### src/hdl/sspsc_map.vh
// Purpose: Register offsets, field positions, reset values and mode codes
//          of the serial port status and control block.
// Assumes: Byte addressing on a 32-bit Wishbone bus, one register per word.
// Notes:   Included by the block's design file only.
`ifndef SSPSC_MAP_VH
`define SSPSC_MAP_VH

// ==========================================================================
// Register byte addresses
`define SSPSC_ADDR_W 12
`define SSPSC_ADR_BUF 12'h78C
`define SSPSC_ADR_CON1 12'h790
`define SSPSC_ADR_STAT 12'h794

// ==========================================================================
// Control register one fields
`define SSPSC_C1_WRITE_COLLISION_FLAG 7
`define SSPSC_C1_OVF 6
`define SSPSC_C1_EN 5
`define SSPSC_C1_CKP 4
`define SSPSC_C1_MODE_HI 3
`define SSPSC_C1_MODE_LO 0
`define SSPSC_C1_RESET 8'h00

// ==========================================================================
// Status register fields
`define SSPSC_ST_STOP 4
`define SSPSC_ST_START 3
`define SSPSC_ST_RW 2
`define SSPSC_ST_UA 1
`define SSPSC_ST_BF 0
`define SSPSC_ST_RESET 8'h00

// ==========================================================================
// Mode selector codes
`define SSPSC_M_SPI_H_DIV4 4'h0
`define SSPSC_M_SPI_H_DIV16 4'h1
`define SSPSC_M_SPI_H_DIV64 4'h2
`define SSPSC_M_SPI_H_TMR 4'h3
`define SSPSC_M_SPI_C_SEL 4'h4
`define SSPSC_M_SPI_C_NOSEL 4'h5
`define SSPSC_M_I2C_C7 4'h6
`define SSPSC_M_I2C_C10 4'h7
`define SSPSC_M_I2C_H 4'h8
`define SSPSC_M_SPI_H_BRG 4'hA
`define SSPSC_M_I2C_FWH 4'hB
`define SSPSC_M_I2C_C7_SP 4'hE
`define SSPSC_M_I2C_C10_SP 4'hF

`endif

### src/hdl/sspsc_top.v
// Purpose: Status flags and control register one of a combined SPI / I2C
//          synchronous serial port, with the data buffer and bus-condition
//          detection that feed those flags.
// Assumes: Shift and sequencing engine sits beside this block on core_clk
//          and reports byte and address events as one-cycle pulses.
// Notes:   Serial pins arrive asynchronously and pass two flip-flops.
`timescale 1ns/1ps
`include "sspsc_map.vh"

module sspsc_top #(
  parameter SYNC_STAGES = 2
) (
  // Clock, reset, enable
  input wire core_clk,
  input wire srst,
  input wire clk_en,
  // Wishbone slave
  input wire wb_cyc_i,
  input wire wb_stb_i,
  input wire wb_we_i,
  input wire [`SSPSC_ADDR_W-1:0] wb_adr_i,
  input wire [3:0] wb_sel_i,
  input wire [31:0] wb_dat_i,
  output reg [31:0] wb_dat_o,
  output wire wb_ack_o,
  // Serial pins
  input wire serial_clock_pin_i,
  output wire serial_clock_pin_o,
  output wire serial_clock_pin_oe,
  input wire serial_data_pin_i,
  input wire client_select_pin_n_i,
  // Shift engine events
  input wire eng_tx_busy_i,
  input wire eng_tx_done_i,
  input wire eng_rx_done_i,
  input wire [7:0] eng_rx_byte_i,
  input wire eng_addr_match_i,
  input wire eng_addr_rw_i,
  input wire eng_nack_i,
  input wire eng_addr_reload_set_i,
  input wire eng_addr_reload_clr_i,
  input wire eng_sck_i,
  input wire [4:0] seq_requests_i,
  // Shift engine control
  output reg tx_load_o,
  output reg [7:0] tx_data_o,
  output wire port_enable_o,
  output wire [3:0] port_mode_select_o,
  output wire port_active_o,
  output wire spi_client_selected_o,
  output wire cond_event_o
);

  // ========================================================================
  // Pin synchronisers
  // Third stage only feeds edge detection, so stage one is read by stage two alone.
  wire [2:0] pin_raw;
  wire [2:0] pin_s;
  wire [2:0] pin_p;
  assign pin_raw = {client_select_pin_n_i, serial_data_pin_i, serial_clock_pin_i};

  genvar gi;
  generate
    for (gi = 0; gi < 3; gi = gi + 1) begin : g_sync
      reg s1_q;
      reg s2_q;
      reg s3_q;
      always @(posedge core_clk) begin
        if (srst) begin
          s1_q <= 1'b1;
          s2_q <= 1'b1;
          s3_q <= 1'b1;
        end else if (clk_en) begin
          s1_q <= pin_raw[gi];
          s2_q <= s1_q;
          s3_q <= s2_q;
        end
      end
      assign pin_s[gi] = s2_q;
      assign pin_p[gi] = s3_q;
    end
  endgenerate

  wire scl_now = pin_s[0];
  wire scl_prev = pin_p[0];
  wire sda_now = pin_s[1];
  wire sda_prev = pin_p[1];
  wire sel_n_now = pin_s[2];

  // ========================================================================
  // Control register one state
  reg write_collision_flag_q;
  reg ovf_q;
  reg en_q;
  reg ckp_q;
  reg [3:0] mode_q;

  // ========================================================================
  // Mode decode
  reg mode_spi_host;
  reg mode_spi_client;
  reg mode_i2c_client;
  reg mode_i2c_ten;
  reg mode_i2c_host;
  reg mode_cond_events;
  wire mode_i2c;

  always @* begin
    mode_spi_host = 1'b0;
    mode_spi_client = 1'b0;
    mode_i2c_client = 1'b0;
    mode_i2c_ten = 1'b0;
    mode_i2c_host = 1'b0;
    mode_cond_events = 1'b0;
    case (mode_q)
      `SSPSC_M_SPI_H_DIV4, `SSPSC_M_SPI_H_DIV16, `SSPSC_M_SPI_H_DIV64, `SSPSC_M_SPI_H_TMR,
      `SSPSC_M_SPI_H_BRG: begin
        mode_spi_host = 1'b1;
      end
      `SSPSC_M_SPI_C_SEL, `SSPSC_M_SPI_C_NOSEL: begin
        mode_spi_client = 1'b1;
      end
      `SSPSC_M_I2C_C7: begin
        mode_i2c_client = 1'b1;
      end
      `SSPSC_M_I2C_C10: begin
        mode_i2c_client = 1'b1;
        mode_i2c_ten = 1'b1;
      end
      `SSPSC_M_I2C_C7_SP: begin
        mode_i2c_client = 1'b1;
        mode_cond_events = 1'b1;
      end
      `SSPSC_M_I2C_C10_SP: begin
        mode_i2c_client = 1'b1;
        mode_i2c_ten = 1'b1;
        mode_cond_events = 1'b1;
      end
      `SSPSC_M_I2C_H, `SSPSC_M_I2C_FWH: begin
        mode_i2c_host = 1'b1;
      end
      default: begin
        mode_spi_host = 1'b0;
      end
    endcase
  end

  assign mode_i2c = mode_i2c_client || mode_i2c_host;
  // Reserved codes decode to no mode at all; the clock pin stays idle, but buffer writes and received bytes still act while enabled
  wire mode_host = mode_spi_host || mode_i2c_host;

  // ========================================================================
  // Bus condition detection
  // Start is SDA falling while SCL stays high; Stop is SDA rising likewise.
  wire i2c_live = en_q && mode_i2c;
  wire cond_start = i2c_live && scl_now && scl_prev && sda_prev && !sda_now;
  wire cond_stop = i2c_live && scl_now && scl_prev && !sda_prev && sda_now;

  reg start_q;
  reg stop_q;
  reg cond_evt_q;

  always @(posedge core_clk) begin
    if (srst) begin
      start_q <= 1'b0;
      stop_q <= 1'b0;
      cond_evt_q <= 1'b0;
    end else if (clk_en) begin
      cond_evt_q <= mode_cond_events && (cond_start || cond_stop);
      if (!en_q) begin
        start_q <= 1'b0;
        stop_q <= 1'b0;
      end else if (cond_start) begin
        start_q <= 1'b1;
        stop_q <= 1'b0;
      end else if (cond_stop) begin
        stop_q <= 1'b1;
        start_q <= 1'b0;
      end
    end
  end

  assign cond_event_o = cond_evt_q;

  // ========================================================================
  // Wishbone slave
  // Ack follows one cycle after the request; side effects land on the ack edge.
  reg ack_q;
  wire req = wb_cyc_i && wb_stb_i;
  wire hit_buf = ({wb_adr_i[`SSPSC_ADDR_W-1:2], 2'b00} == `SSPSC_ADR_BUF);
  wire hit_con1 = ({wb_adr_i[`SSPSC_ADDR_W-1:2], 2'b00} == `SSPSC_ADR_CON1);
  wire hit_stat = ({wb_adr_i[`SSPSC_ADDR_W-1:2], 2'b00} == `SSPSC_ADR_STAT);
  wire do_acc = req && ack_q;
  wire do_wr = do_acc && wb_we_i && wb_sel_i[0];
  wire wr_con1 = do_wr && hit_con1;
  wire wr_buf = do_wr && hit_buf;
  wire rd_buf = do_acc && !wb_we_i && hit_buf;

  assign wb_ack_o = ack_q;

  // ========================================================================
  // Status bits
  reg rw_client_q;
  reg ua_q;
  reg bf_q;
  reg [7:0] rxbuf_q;

  reg rw_flag;

  // I2C host shows transmit activity, I2C client the captured direction bit; SPI modes read zero
  always @* begin
    if (mode_i2c_host)
      rw_flag = eng_tx_busy_i;
    else if (mode_i2c_client)
      rw_flag = rw_client_q;
    else
      rw_flag = 1'b0;
  end
  wire ua_flag = mode_i2c_ten && ua_q;
  wire [7:0] stat_val = {3'b000, stop_q, start_q, rw_flag, ua_flag, bf_q};
  wire [7:0] con1_val = {write_collision_flag_q, ovf_q, en_q, ckp_q, mode_q};

  assign port_active_o = rw_flag || (|seq_requests_i);

  // ========================================================================
  // Bus register process
  always @(posedge core_clk) begin
    if (srst) begin
      ack_q <= 1'b0;
      wb_dat_o <= 32'h0000_0000;
    end else if (clk_en) begin
      ack_q <= req && !ack_q;
      if (req && !ack_q && !wb_we_i) begin
        if (hit_buf)
          wb_dat_o <= {24'h00_0000, rxbuf_q};
        else if (hit_con1)
          wb_dat_o <= {24'h00_0000, con1_val};
        else if (hit_stat)
          wb_dat_o <= {24'h00_0000, stat_val};
        else
          wb_dat_o <= 32'h0000_0000;
      end else if (!req) begin
        wb_dat_o <= 32'h0000_0000;
      end
    end
  end

  // ========================================================================
  // Control register one
  // Hardware set of the error flags wins over a software clear in the same cycle.
  wire ev_live = en_q;
  wire buf_collide = ev_live && wr_buf && eng_tx_busy_i;
  wire buf_accept = ev_live && wr_buf && !eng_tx_busy_i;
  wire rx_live = ev_live && eng_rx_done_i;
  // Reading the buffer on the same edge frees it for the incoming byte
  wire buf_full_now = bf_q && !rd_buf;
  wire rx_overflow = rx_live && buf_full_now && !mode_host && (mode_spi_client || mode_i2c_client);

  always @(posedge core_clk) begin
    if (srst) begin
      write_collision_flag_q <= 1'b0;
      ovf_q <= 1'b0;
      en_q <= 1'b0;
      ckp_q <= 1'b0;
      mode_q <= 4'h0;
    end else if (clk_en) begin
      if (buf_collide)
        write_collision_flag_q <= 1'b1;
      else if (wr_con1)
        write_collision_flag_q <= wb_dat_i[`SSPSC_C1_WRITE_COLLISION_FLAG];
      if (rx_overflow)
        ovf_q <= 1'b1;
      else if (wr_con1)
        ovf_q <= wb_dat_i[`SSPSC_C1_OVF];
      if (wr_con1) begin
        en_q <= wb_dat_i[`SSPSC_C1_EN];
        ckp_q <= wb_dat_i[`SSPSC_C1_CKP];
        mode_q <= wb_dat_i[`SSPSC_C1_MODE_HI:`SSPSC_C1_MODE_LO];
      end
    end
  end

  // ========================================================================
  // Data buffer and buffer-full flag
  // The engine raises rx_done after the eighth data bit, before ACK or Stop.
  always @(posedge core_clk) begin
    if (srst) begin
      bf_q <= 1'b0;
      rxbuf_q <= 8'h00;
      tx_load_o <= 1'b0;
      tx_data_o <= 8'h00;
    end else if (clk_en) begin
      tx_load_o <= buf_accept;
      if (buf_accept) begin
        tx_data_o <= wb_dat_i[7:0];
        bf_q <= 1'b1;
      end else if (rx_live && !rx_overflow) begin
        rxbuf_q <= eng_rx_byte_i;
        bf_q <= 1'b1;
      end else if (rx_live) begin
        bf_q <= 1'b1;
      end else if (ev_live && eng_tx_done_i) begin
        bf_q <= 1'b0;
      end else if (rd_buf) begin
        bf_q <= 1'b0;
      end
    end
  end

  // ========================================================================
  // Client read/write capture and address reload
  always @(posedge core_clk) begin
    if (srst) begin
      rw_client_q <= 1'b0;
      ua_q <= 1'b0;
    end else if (clk_en) begin
      if (ev_live && mode_i2c_client && eng_addr_match_i)
        rw_client_q <= eng_addr_rw_i;
      else if (cond_start || cond_stop || (ev_live && eng_nack_i))
        rw_client_q <= 1'b0;
      if (!en_q || !mode_i2c_ten)
        ua_q <= 1'b0;
      else if (eng_addr_reload_set_i)
        ua_q <= 1'b1;
      else if (eng_addr_reload_clr_i)
        ua_q <= 1'b0;
    end
  end

  // ========================================================================
  // Clock pin control
  // SPI host drives push-pull; I2C client only ever pulls low, so the line
  // stays open-drain and a disabled port leaves the pin to general I/O.
  wire spi_host_drive = en_q && mode_spi_host;
  wire i2c_stretch = en_q && mode_i2c_client && !ckp_q;

  assign serial_clock_pin_oe = spi_host_drive || i2c_stretch;
  assign serial_clock_pin_o = spi_host_drive ? (eng_tx_busy_i ? eng_sck_i : ckp_q) : 1'b0;

  // ========================================================================
  // Engine-facing configuration
  assign port_enable_o = en_q;
  assign port_mode_select_o = mode_q;
  // Without select control the client always listens
  assign spi_client_selected_o = en_q && mode_spi_client &&
                                 ((mode_q == `SSPSC_M_SPI_C_NOSEL) || !sel_n_now);

endmodule

### config.mk
export PLATFORM = sky130hd
export DESIGN_NAME = sspsc_top
export DESIGN_NICKNAME = d
export VERILOG_FILES = /design/src/hdl/sspsc_top.v
export VERILOG_INCLUDE_DIRS = /design/src /design/src/hdl
export SDC_FILE = /design/constraint.sdc
export NUM_CORES = 1
export LEC_CHECK = 0
export BUFFER_PORTS_ARGS = -buffer_cell sky130_fd_sc_hd__buf_4
export CORE_ASPECT_RATIO = 0.6
export CORE_MARGIN = 2
export CORE_UTILIZATION = 45
export CTS_CLUSTER_DIAMETER = 40
export DETAILED_ROUTE_END_ITERATION = 10
export GPL_TIMING_DRIVEN = 0
export HOLD_SLACK_MARGIN = 0.08
export PLACE_DENSITY = 0.8
export SYNTH_ARGS = -nofsm -noshare
export SYNTH_HDL_FRONTEND = slang
export SYNTH_SLANG_ARGS = --single-unit
### constraint.sdc
create_clock -name core_clk -period 2.11 [get_ports core_clk]
set_input_delay 0.1055 -clock core_clk [delete_from_list [all_inputs] [get_ports core_clk]]
set_output_delay 0.1055 -clock core_clk [all_outputs]
set_load 0.02 [all_outputs]
==> impl_metrics.tcl, run 1 <==
set metrics [dict create \
    cts_setup_buffers 0 \
    clk_pin_slew_ns 0.09 \
    rrSetupSlack_ns 0.22 \
    cp.required_ns 2.00 \
    worstHoldEndpoint "rw_client_q" \
    first_pass_iters 4 \
    die_area_um2 6280 \
    clkSinkCount 48 \
    rows 21 \
    avgSynthCellArea_um2 8.61 \
    timing.rr.start "wb_ack_o" \
    max_slew.worst_pin.slew_ns 0.778 \
    startpoint_type "flop" \
    setup.worst_path.class "reg -> out" \
    layout.nets 490 \
    cts_root_buf "clkbuf_8" \
    cts_buffers 5 \
    p_comb_share_pct 13.4 \
    power_mw 1.96 \
    htree_num_levels 2 \
    ys_ff_latch 48 \
    grt.overflow.total 0 \
    grt_pass1_vias 2363 \
    fin_util_pct 63.9 \
    crit_fanout 6 \
    netlist_instances 295 \
    synth_edf_count 0 \
    p_int_mw 1.51 \
    r2r_cells 6 \
    clock_power_share_pct 39.8 \
    power_leakage_nw 1.63 \
    drtIter0Drc 180 \
    r2r_end "rxbuf_q[7]" \
    status "complete, no violations" \
    fin_skew_ns 0.00693 \
    diodes 0 \
    rsz0062_at_grt "no" \
    grt_pass1_wl_um 11400 \
    period_needed_ns 1.89 \
    fillers 467 \
    endpoint_kind "output port" \
    area_growth_pct 38.7 \
    num_vias 2494 \
    drc_errors 0 \
    yosysUniqueCellTypes 46 \
    pin_count 131 \
    coreArea_um2 5520 \
    place.gp.congestion 0.911 \
    hp-start "eng_addr_rw_i" \
    track_usage_pct 22.8 \
    setup_violations 0 \
    p_sw_mw 0.452 \
    vias_per_cell 5.20 \
    fmax_ghz 0.528 \
    drive_above_1_share_pct 32.4 \
    initial_core_util_pct 46.1 \
    yosys_warnings 0 \
    layout_worst_path_cycle_share_pct 89.8 \
    power_frac_seq_pct 46.9 \
    synth_flop_cell "dfxtp_1" \
    grt_max_degree 15 \
    min_delay_path_depth 3 \
    synth_top_area_cell "dfxtp_1" \
    whs_ns 0.110 \
    clock_path_buffers 2 \
    ant_nets 0 \
    min_path_type "in -> reg" \
    portBuffers 75 \
    slew_violations 0 \
    peakVddDrop_mv 0.369 \
    dieWidth_um 101 \
    cts_tree "built" \
    wl_um 7110 \
    synth.top_cells.by_area "dfxtp_1 38%, mux2i_1 9.1%, buf_4 7.1%" \
    max-slew-margin-rel_pct 48.1 \
    yosysSeqAreaShare_pct 37.8 \
    syn-cell-area_um2 2540 \
    place_hpwl_um 5390 \
    hold_violations 0 \
    fin_setup_tns_ns 0 \
    ys_async_sr_fraction_pct 0 \
    die_y_um 62.2 \
    yosysTopAreaCellShare_pct 37.8 \
    p_sw_share_pct 23.0 \
    cp.arrival_ns 1.79 \
    antenna_found_initial 0 \
    cap_violations 0 \
    p_per_area_nw_per_um2 556 \
    wl_per_cell_um 14.8 \
    clk-insertion-delay-late_ns 0.31 \
]
[Yosys cell counts, types with 2 or more instances]
| library cell | instances |
|---|---|
| a31oi_1 | 5 |
| nor2_1 | 21 |
| buf_4 | 24 |
| nand3_1 | 6 |
| nand2_1 | 25 |
| nor3_1 | 3 |
| nand3b_1 | 2 |
| a21o_1 | 3 |
| or3b_2 | 7 |
| o21ai_0 | 28 |
| a32oi_1 | 6 |
| and3_1 | 2 |
| nand4_1 | 8 |
| or3b_1 | 2 |
| or3_1 | 2 |
| nand3_2 | 2 |
| a21oi_1 | 19 |
| nor2b_1 | 5 |
| dfxtp_1 | 48 |
| clkbuf_1 | 9 |
| inv_1 | 10 |
| o211ai_1 | 3 |
| buf_6 | 2 |
| buf_2 | 6 |
| a22oi_1 | 4 |
| mux2i_1 | 23 |
[cells by family (layout without fill, tap and decap cells)]
| kind of cell | count (synthesis) | in the layout | share of synthesized area [%] |
|---|---|---|---|
| multiplexers | 23 | 23 | 9.06 |
| other | 1 | 24 | 0.148 |
| AO/OA/AOI/OAI | 76 | 76 | 18.5 |
| XOR/XNOR | 1 | 1 | 0.345 |
| buffers and inverters | 51 | 144 | 12.0 |
| flip-flops | 48 | 48 | 37.8 |
| AND/OR/NAND/NOR | 95 | 95 | 22.2 |
[flip-flops by register name (all words and copies together) (netlist names), 2 cells and up]
name                flops
wb_dat_o                8
g_sync.s1_q             3
g_sync.s3_q             2
g_sync.s2_q             3
rxbuf_q                 8
port_mode_select_o      4
tx_data_o               8
[placed cells by master (no fill, tap or decap), types with 4 or more instances in the layout]
master and n:
a22oi_1 4, buf_2 6, nand4_1 8, or3b_2 7
a32oi_1 6, buf_4 99, o21ai_0 28, clkbuf_8 5
nor2b_1 5, a21oi_1 19, dfxtp_1 48, nand3_1 6
nor2_1 21, conb_1 24, a31oi_1 5, dlygate4sd3_1 11
mux2i_1 23, clkbuf_1 7, nand2_1 25, inv_1 10
[layer usage]
| layer | vias to the layer above | wire, um | global-route usage (%) |
|---|---|---|---|
| met5 | - | 0 | 0 |
| met4 | 0 | 74 | 5.24 |
| met3 | 7 | 606 | 5.97 |
| met2 | 98 | 3120 | 35.5 |
| met1 | 1148 | 3310 | 31.6 |
| li1 | 1241 | - | - |
[layout make-up]
class / instances / area [um2] / share of cell area [%]
well taps: 69 / 86.3 / 2.45
inverters: 10 / 37.5 / 1.06
repair buffers: 86 / 673 / 19.1
plain buffers: 41 / 269 / 7.63
flip-flops and latches: 48 / 961 / 27.3
clock buffers: 5 / 68.8 / 1.95
multi-input cells: 219 / 1370 / 38.8
clock inverters: 2 / 60.1 / 1.70
[worst max-delay path, stage by stage, from the launching register on]
cell and delay [ns]:
dfxtp_1 0.47, and2b_1 0.26, a32oi_1 0.24, nor2_1 0.08, a31oi_1 0.18, nand3_1 0.10
buf_4 0.16
[what timing repair did]
action	in CTS	in global routing
setup endpoints to repair	0	1
gates resized for setup	0	5
endpoints found under the hold margin	17	0
hold buffers	11	0
[worst max-delay path by stage]
stage	start	endpoint	slack, ns	depth (start not counted)
floorplan	port_enable_o	spi_client_selected_o	0.16	4
global placement	wb_ack_o	rxbuf_q[7]	0.30	6
detailed placement	wb_ack_o	rxbuf_q[5]	0.28	6
CTS	port_enable_o	spi_client_selected_o	0.02	5
global route	wb_ack_o	wb_dat_o[0]	0.02	5
finish	port_mode_select_o[2]	port_active_o	0.22	6
[power by group through the flow]
stage | Combinational [mW] | Sequential (mW) | Clock, mW
4_1_cts | 0.258 | 0.919 | 0.780
2_1_floorplan | 0.139 | 0.940 | 0
3_3_place_gp | 0.239 | 0.940 | 0
3_5_place_dp | 0.242 | 0.940 | 0
5_1_grt | 0.282 | 0.921 | 0.813
6_report | 0.262 | 0.919 | 0.780
[stage by stage]
| stage | setup slack [ns] | area [um2] | std cells |
|---|---|---|---|
| after floorplan | 0.156 | 2630 | 318 |
| after global placement | 0.298 | 3280 | 462 |
| after detailed placement | 0.276 | 3280 | 462 |
| after CTS | 0.0231 | 3520 | 480 |
| after global routing | 0.0235 | 3520 | 480 |
| final | 0.216 | 3520 | 480 |
Note: power is estimated with default switching activity, not from simulation.
==> run 2: changes to the inputs <==
- CORE_UTILIZATION: 45 -> 41
- PLACE_DENSITY: 0.8 -> 0.76
- clock period: 2.11 -> 1.55 ns (I/O delays scaled with it)
==> run 2 against run 1 <==
Effect of this change:
- the flow now finishes with violations (negative setup slack)
- total power grew 41%
- global-route usage shrank 0.75 points
- cell count grew 9.8%
- sequential power grew 35%
- largest power group unchanged
- worst setup slack lost 0.51 ns
- critical path type unchanged
- critical path depth is the same
- clock power grew 46%
- wire length grew 20%
- clock skew grew 0.0073 ns
- final area grew 16%
- first-iteration DRC count grew 23%
- non-clock buffer count grew 31
==> impl_metrics.tcl, run 2 (same netlist as run 1, synthesis figures left out) <==
set metrics [dict create \
    status "complete, but fails checks" \
    violations "negative setup slack" \
    portBuffers 75 \
    fin_skew_ns 0.0142 \
    diodes 0 \
    cp.arrival_ns 1.77 \
    clkSinkCount 48 \
    peakVddDrop_mv 0.405 \
    path_cells "buf_8 > clkinvlp_4 > o21ai_0 > nand3b_1 > nor2_1 > buf_4" \
    fillers 466 \
    crit_fanout 5 \
    wl_um 8560 \
    cts_tree "built" \
    period_needed_ns 1.85 \
    path_buf_inv 3 \
    slew_violations 0 \
    coreArea_um2 6060 \
    grt.overflow.total 0 \
    cp_slowest_stage_delay_ns 0.39 \
    die_area_um2 6860 \
    drtIter0Drc 222 \
    antenna_found_initial 0 \
    cap_violations 0 \
    pin_count 131 \
    wl_per_cell_um 16.2 \
    max_slew.worst_pin.slew_ns 0.696 \
    max-slew-margin-rel_pct 53.6 \
    clock_path_buffers 2 \
    drive_above_1_share_pct 44.2 \
    hold_violations 0 \
    grt_pass1_wl_um 11900 \
    min_path_type "in -> reg" \
    r2r_end "start_q" \
    area_growth_pct 61.0 \
    setup_violations 16 \
    worstHoldEndpoint "rxbuf_q[7]" \
    htree_num_levels 2 \
    initial_core_util_pct 42.0 \
    setup_ws_ns -0.296 \
    clk_pin_slew_ns 0.10 \
    fin_area_um2 4090 \
    endpoint_kind "output port" \
    hp-start "eng_rx_byte_i[7]" \
    clk-insertion-delay-late_ns 0.33 \
    layout_commonest_cell "buf_4" \
    ant_nets 0 \
    dpl_cell_area_um2 3370 \
    place.gp.congestion 0.906 \
    rsz0062_at_grt "yes" \
    first_pass_iters 6 \
    die_y_um 65.0 \
    timing.rr.start "port_mode_select_o[1]" \
    power_leakage_nw 1.87 \
    cp.required_ns 1.47 \
    cts_root_buf "clkbuf_8" \
    largestRegisters "rxbuf_q: 8 flops, tx_data_o: 8 flops, wb_dat_o: 8 flops" \
    startpoint_type "flop" \
    fin_util_pct 67.6 \
    cts_buffers 5 \
    mostFrequentLayoutCells "121 x buf_4, 42 x dfxtp_1, 24 x nand2_1, 24 x conb_1, 21 x mux2i_1" \
    dieWidth_um 106 \
    vias_per_cell 5.29 \
    fmax_ghz 0.542 \
    layout.nets 521 \
    track_usage_pct 22.0 \
    layout_worst_path_cycle_share_pct 119 \
    min_delay_path_depth 3 \
    place_hpwl_um 5210 \
    grt_pass1_vias 2436 \
    rows 22 \
    setup.worst_path.class "reg -> out" \
    r2r_cells 7 \
    drc_errors 0 \
    grt_max_degree 17 \
    rrSetupSlack_ns -0.19 \
    crit_family "buffers and inverters" \
    p_per_area_nw_per_um2 678 \
    num_vias 2786 \
    critPathSlowestCell "dfxtp_4" \
]
[run 2: cell count changes in the layout (fill, tap and decap cells not counted), sizes merged]
| cell | before | now |
|---|---|---|
| buf | 107 | 135 |
| clkbuf | 14 | 13 |
| clkinvlp | 0 | 1 |
| dlygate4sd3 | 11 | 15 |
[run 2: repair_timing]
action,CTS,global route
hold buffers,15,0
setup endpoints to repair,30,29
gates resized for setup,15,53
buffers inserted,11,16
pin swaps,7,17
hold endpoints to repair,20,0
gates cloned,0,1
[run 2: how the worst max path moves through the flow]
stage,cells after the start,end,startpoint,slack (ns)
5_1_grt,6,serial_clock_pin_o,port_mode_select_o[1],-0.29
6_report,6,serial_clock_pin_o,port_mode_select_o[1],-0.30
2_1_floorplan,6,rxbuf_q[7],wb_ack_o,-0.0006
3_5_place_dp,6,ovf_q,wb_adr_i[6],-0.23
4_1_cts,6,port_active_o,port_mode_select_o[2],-0.22
3_3_place_gp,5,wb_dat_o[3],wb_ack_o,-0.19
[run 2: area by class of cell]
cell class              instances  area, um2  share of cell area (%)
plain buffers                  40        298                    7.28
clock buffers                   5       68.8                    1.68
clock inverters                 3       68.8                    1.68
inverters                      10       41.3                    1.01
multi-input cells             219       1570                    38.3
flip-flops and latches         48        981                    24.0
well taps                      84        105                    2.57
repair buffers                118        960                    23.5
[run 2: through the flow]
step           worst slack [ns]  setup TNS [ns]  hold WS (ns)  std cells  power [mW]
2_1_floorplan         -0.000639       -0.000975         0.206        318        1.47
3_3_place_gp             -0.195           -4.47         0.297        477        1.60
3_5_place_dp             -0.233           -4.60         0.298        477        1.61
4_1_cts                  -0.217           -1.46         0.115        511        2.74
5_1_grt                  -0.285           -3.97         0.113        527        2.86
6_report                 -0.296           -2.06         0.101        527        2.77
[run 2: routing by layer]
metal	vias up	global-route usage, %	wire length (um)
met1	1287	29.3	3630
met3	35	8.45	738
met5	-	0	0
met2	147	34.3	3950
met4	0	4.11	243
li1	1317	-	-
[run 2: power breakdown]
| group | switching [mW] | internal [mW] | total [mW] |
|---|---|---|---|
| logic | 0.199 | 0.191 | 0.389 |
| clock network | 0.490 | 0.650 | 1.14 |
| registers | 0.0101 | 1.23 | 1.24 |
| total | 0.699 | 2.08 | 2.77 |
[run 2: tightest hold or removal path: stages]
cell	delay (ns)
buf_4	0.10
or3b_1	0.16
a21oi_2	0.05
==> run 3: changes to the inputs <==
- ABC_AREA: not set -> 1
- CORE_UTILIZATION: 41 -> 42
- PLACE_DENSITY: 0.76 -> 0.77
==> run 3 against run 2 <==
Effect of this change:
- the run now ends clean
- die area grew 2.0%
- sequential power about the same
- clock power decreased by 32%
- combinational power down 3%
- sequential share of layout area rose by 1.9 points
- utilization shrank 6.5 points
- largest power group unchanged
==> impl_metrics.tcl, run 3 <==
set metrics [dict create \
    status "complete, no violations" \
    layout_commonest_cell "buf_4" \
    track_usage_pct 21.8 \
    startpoint_type "flop" \
    synth_top_area_cell "dfxtp_1" \
    synth_edf_count 0 \
    die_y_um 65.6 \
    synth-compound-area-share_pct 13.2 \
    clk_pin_slew_ns 0.09 \
    synthMuxAreaShare_pct 0 \
    ys_async_sr_fraction_pct 0 \
    diodes 0 \
    min_delay_path_depth 5 \
    endpoint_kind "flop" \
    drive_above_1_share_pct 28.1 \
    yosys_warnings 0 \
    path_cells "buf_6 > inv_1 > nor3_4 > nand3_2 > nand2_1 > nand2_1 > nand2_1 > a21oi_1" \
    clk-insertion-delay-late_ns 0.30 \
    cp.required_ns 1.72 \
    r2r_cells 8 \
    yosysMostFrequentCell "nand2_1" \
    r2r_end "rw_client_q" \
    ys_ff_latch 48 \
    htree_num_levels 2 \
    period_needed_ns 1.49 \
    yosysTopAreaCellShare_pct 36.2 \
    vias_per_cell 4.76 \
    area_growth_pct 40.4 \
    clock_path_buffers 2 \
    yosysUniqueCellTypes 27 \
    synth_top_family_by_area "simple AND/OR/NAND/NOR gates" \
    path_buf_inv 2 \
    mostFrequentLayoutCells "107 x buf_4, 91 x nand2_1, 68 x inv_1" \
    avgSynthCellArea_um2 6.69 \
    max-slew-margin-rel_pct 58.9 \
    setup_ws_ns 0.0572 \
    fin_skew_ns 0.00255 \
    max_slew.worst_pin.slew_ns 0.616 \
    hp-start "eng_rx_byte_i[5]" \
    dieWidth_um 107 \
    layout.nets 598 \
    fmax_ghz 0.670 \
    die_area_um2 7000 \
    crit_fanout 10 \
    yosys.area_share.simple_pct 31.0 \
    portBuffers 76 \
    initial_core_util_pct 43.5 \
    ant_nets 0 \
    clkSinkCount 48 \
    slew_violations 0 \
    layout_worst_path_cycle_share_pct 96.3 \
    first_pass_iters 4 \
    grt_pass1_wl_um 11800 \
    critPathMostFrequentCell "nand2_1" \
    yosysSeqAreaShare_pct 36.2 \
    rows 22 \
    p_per_area_nw_per_um2 647 \
    grt.overflow.total 0 \
    drc_errors 0 \
    place.gp.congestion 0.870 \
    num_vias 2875 \
    grt_pass1_vias 2468 \
    worstHoldEndpoint "rxbuf_q[5]" \
    power_mw 2.41 \
    cts_buffers 5 \
    rrSetupSlack_ns 0.06 \
    antenna_found_initial 0 \
    netlist_instances 397 \
    drtIter0Drc 283 \
    coreArea_um2 6110 \
    largestRegisters "rxbuf_q: 8 flops, tx_data_o: 8 flops, wb_dat_o: 8 flops" \
    synthXorXnorAreaFrac_pct 0 \
    min_path_type "in -> reg" \
    setup.worst_path.class "reg -> reg" \
    wl_per_cell_um 12.8 \
    setup_violations 0 \
    synth.top_cells.by_area "dfxtp_1 36%, nand2_1 13%, inv_1 9.7%" \
    yosys-top-cells-count "92 x nand2_1, 69 x inv_1, 48 x dfxtp_1" \
    syn-cell-area_um2 2660 \
    synthAdderAreaFrac_pct 0 \
    cap_violations 0 \
    pre_cts_ws_ns -0.111 \
    timing.rr.start "port_enable_o" \
    synth_flop_cell "dfxtp_1" \
    hold_violations 0 \
    peakVddDrop_mv 0.415 \
    rsz0062_at_grt "no" \
    wl_um 7750 \
    cts_root_buf "clkbuf_8" \
    cp.arrival_ns 1.66 \
    pin_count 131 \
    fin_setup_tns_ns 0 \
    cts_tree "built" \
    critPathSlowestCell "dfxtp_2" \
    crit_family "simple AND/OR/NAND/NOR gates" \
    cp_slowest_stage_delay_ns 0.37 \
    place_hpwl_um 5890 \
    grt_max_degree 15 \
    power_leakage_nw 1.88 \
]
-- run 3: per-layer routing --
metal  GRT usage, %  up-vias  share of wire, %  wire [um]
met5              0        -                 0          0
met4           6.82        0               1.1         85
met3           4.46       10               9.0        700
met2           34.1      113                44       3380
met1           30.2     1295                46       3590
li1               -     1457                 -          -
-- run 3: area by class of cell --
type                    count  area [um2]
flip-flops and latches     48         967
well taps                  84         105
clock inverters             2        10.0
fillers                   555        2380
plain buffers              37         258
repair buffers             92         721
inverters                  71         267
multi-input cells         264        1320
clock buffers               6        82.6
-- run 3: worst max path at each step --
stage	from	to	slack, ns	cells after the start
final	port_enable_o	rw_client_q	0.06	8
after global routing	port_mode_select_o[0]	serial_clock_pin_o	0.002	6
after CTS	wb_ack_o	wb_dat_o[2]	0.002	6
after detailed placement	port_enable_o	cond_event_o	-0.11	6
after global placement	port_enable_o	cond_event_o	-0.12	6
after floorplan	port_mode_select_o[2]	rxbuf_q[4]	0.1	8
-- run 3: logic make-up after synthesis --
| family | after synthesis |
|---|---|
| other cells | 1 |
| simple gates | 173 |
| buf+inv | 108 |
| flops | 48 |
| compound gates | 67 |
-- run 3: worst register-to-register path: stages, from the launching register on --
cell,delay (ns)
dfxtp_2,0.37
buf_6,0.15
inv_1,0.11
nor3_4,0.24
nand3_2,0.15
nand2_1,0.12
nand2_1,0.07
nand2_1,0.08
a21oi_1,0.06
-- run 3: where the power goes --
part	leakage (nW)	switching [mW]	internal, mW	total [mW]
Combinational	1.43	0.202	0.176	0.378
Sequential	0.391	0.00984	1.25	1.26
Clock	0.0510	0.420	0.357	0.776
Total	1.88	0.631	1.78	2.41
-- run 3: stage by stage --
| stage | hold WS (ns) | std cells | cell area, um2 | utilization, % |
|---|---|---|---|---|
| after floorplan | 0.204 | 420 | 2740 | - |
| after global placement | 0.290 | 580 | 3420 | 56.0 |
| after global routing | 0.106 | 604 | 3730 | 61.1 |
| after detailed placement | 0.297 | 580 | 3420 | 56.0 |
| final | 0.0946 | 604 | 3730 | 61.1 |
| after CTS | 0.101 | 600 | 3650 | 59.8 |
-- run 3: timing repair --
item                       4_1_cts  5_1_grt
setup buffers                    0        4
hold buffers                    12        0
gates resized for setup          5       15
setup endpoints to repair       10       32
pin swaps                        0        3
hold endpoints to repair        18        0
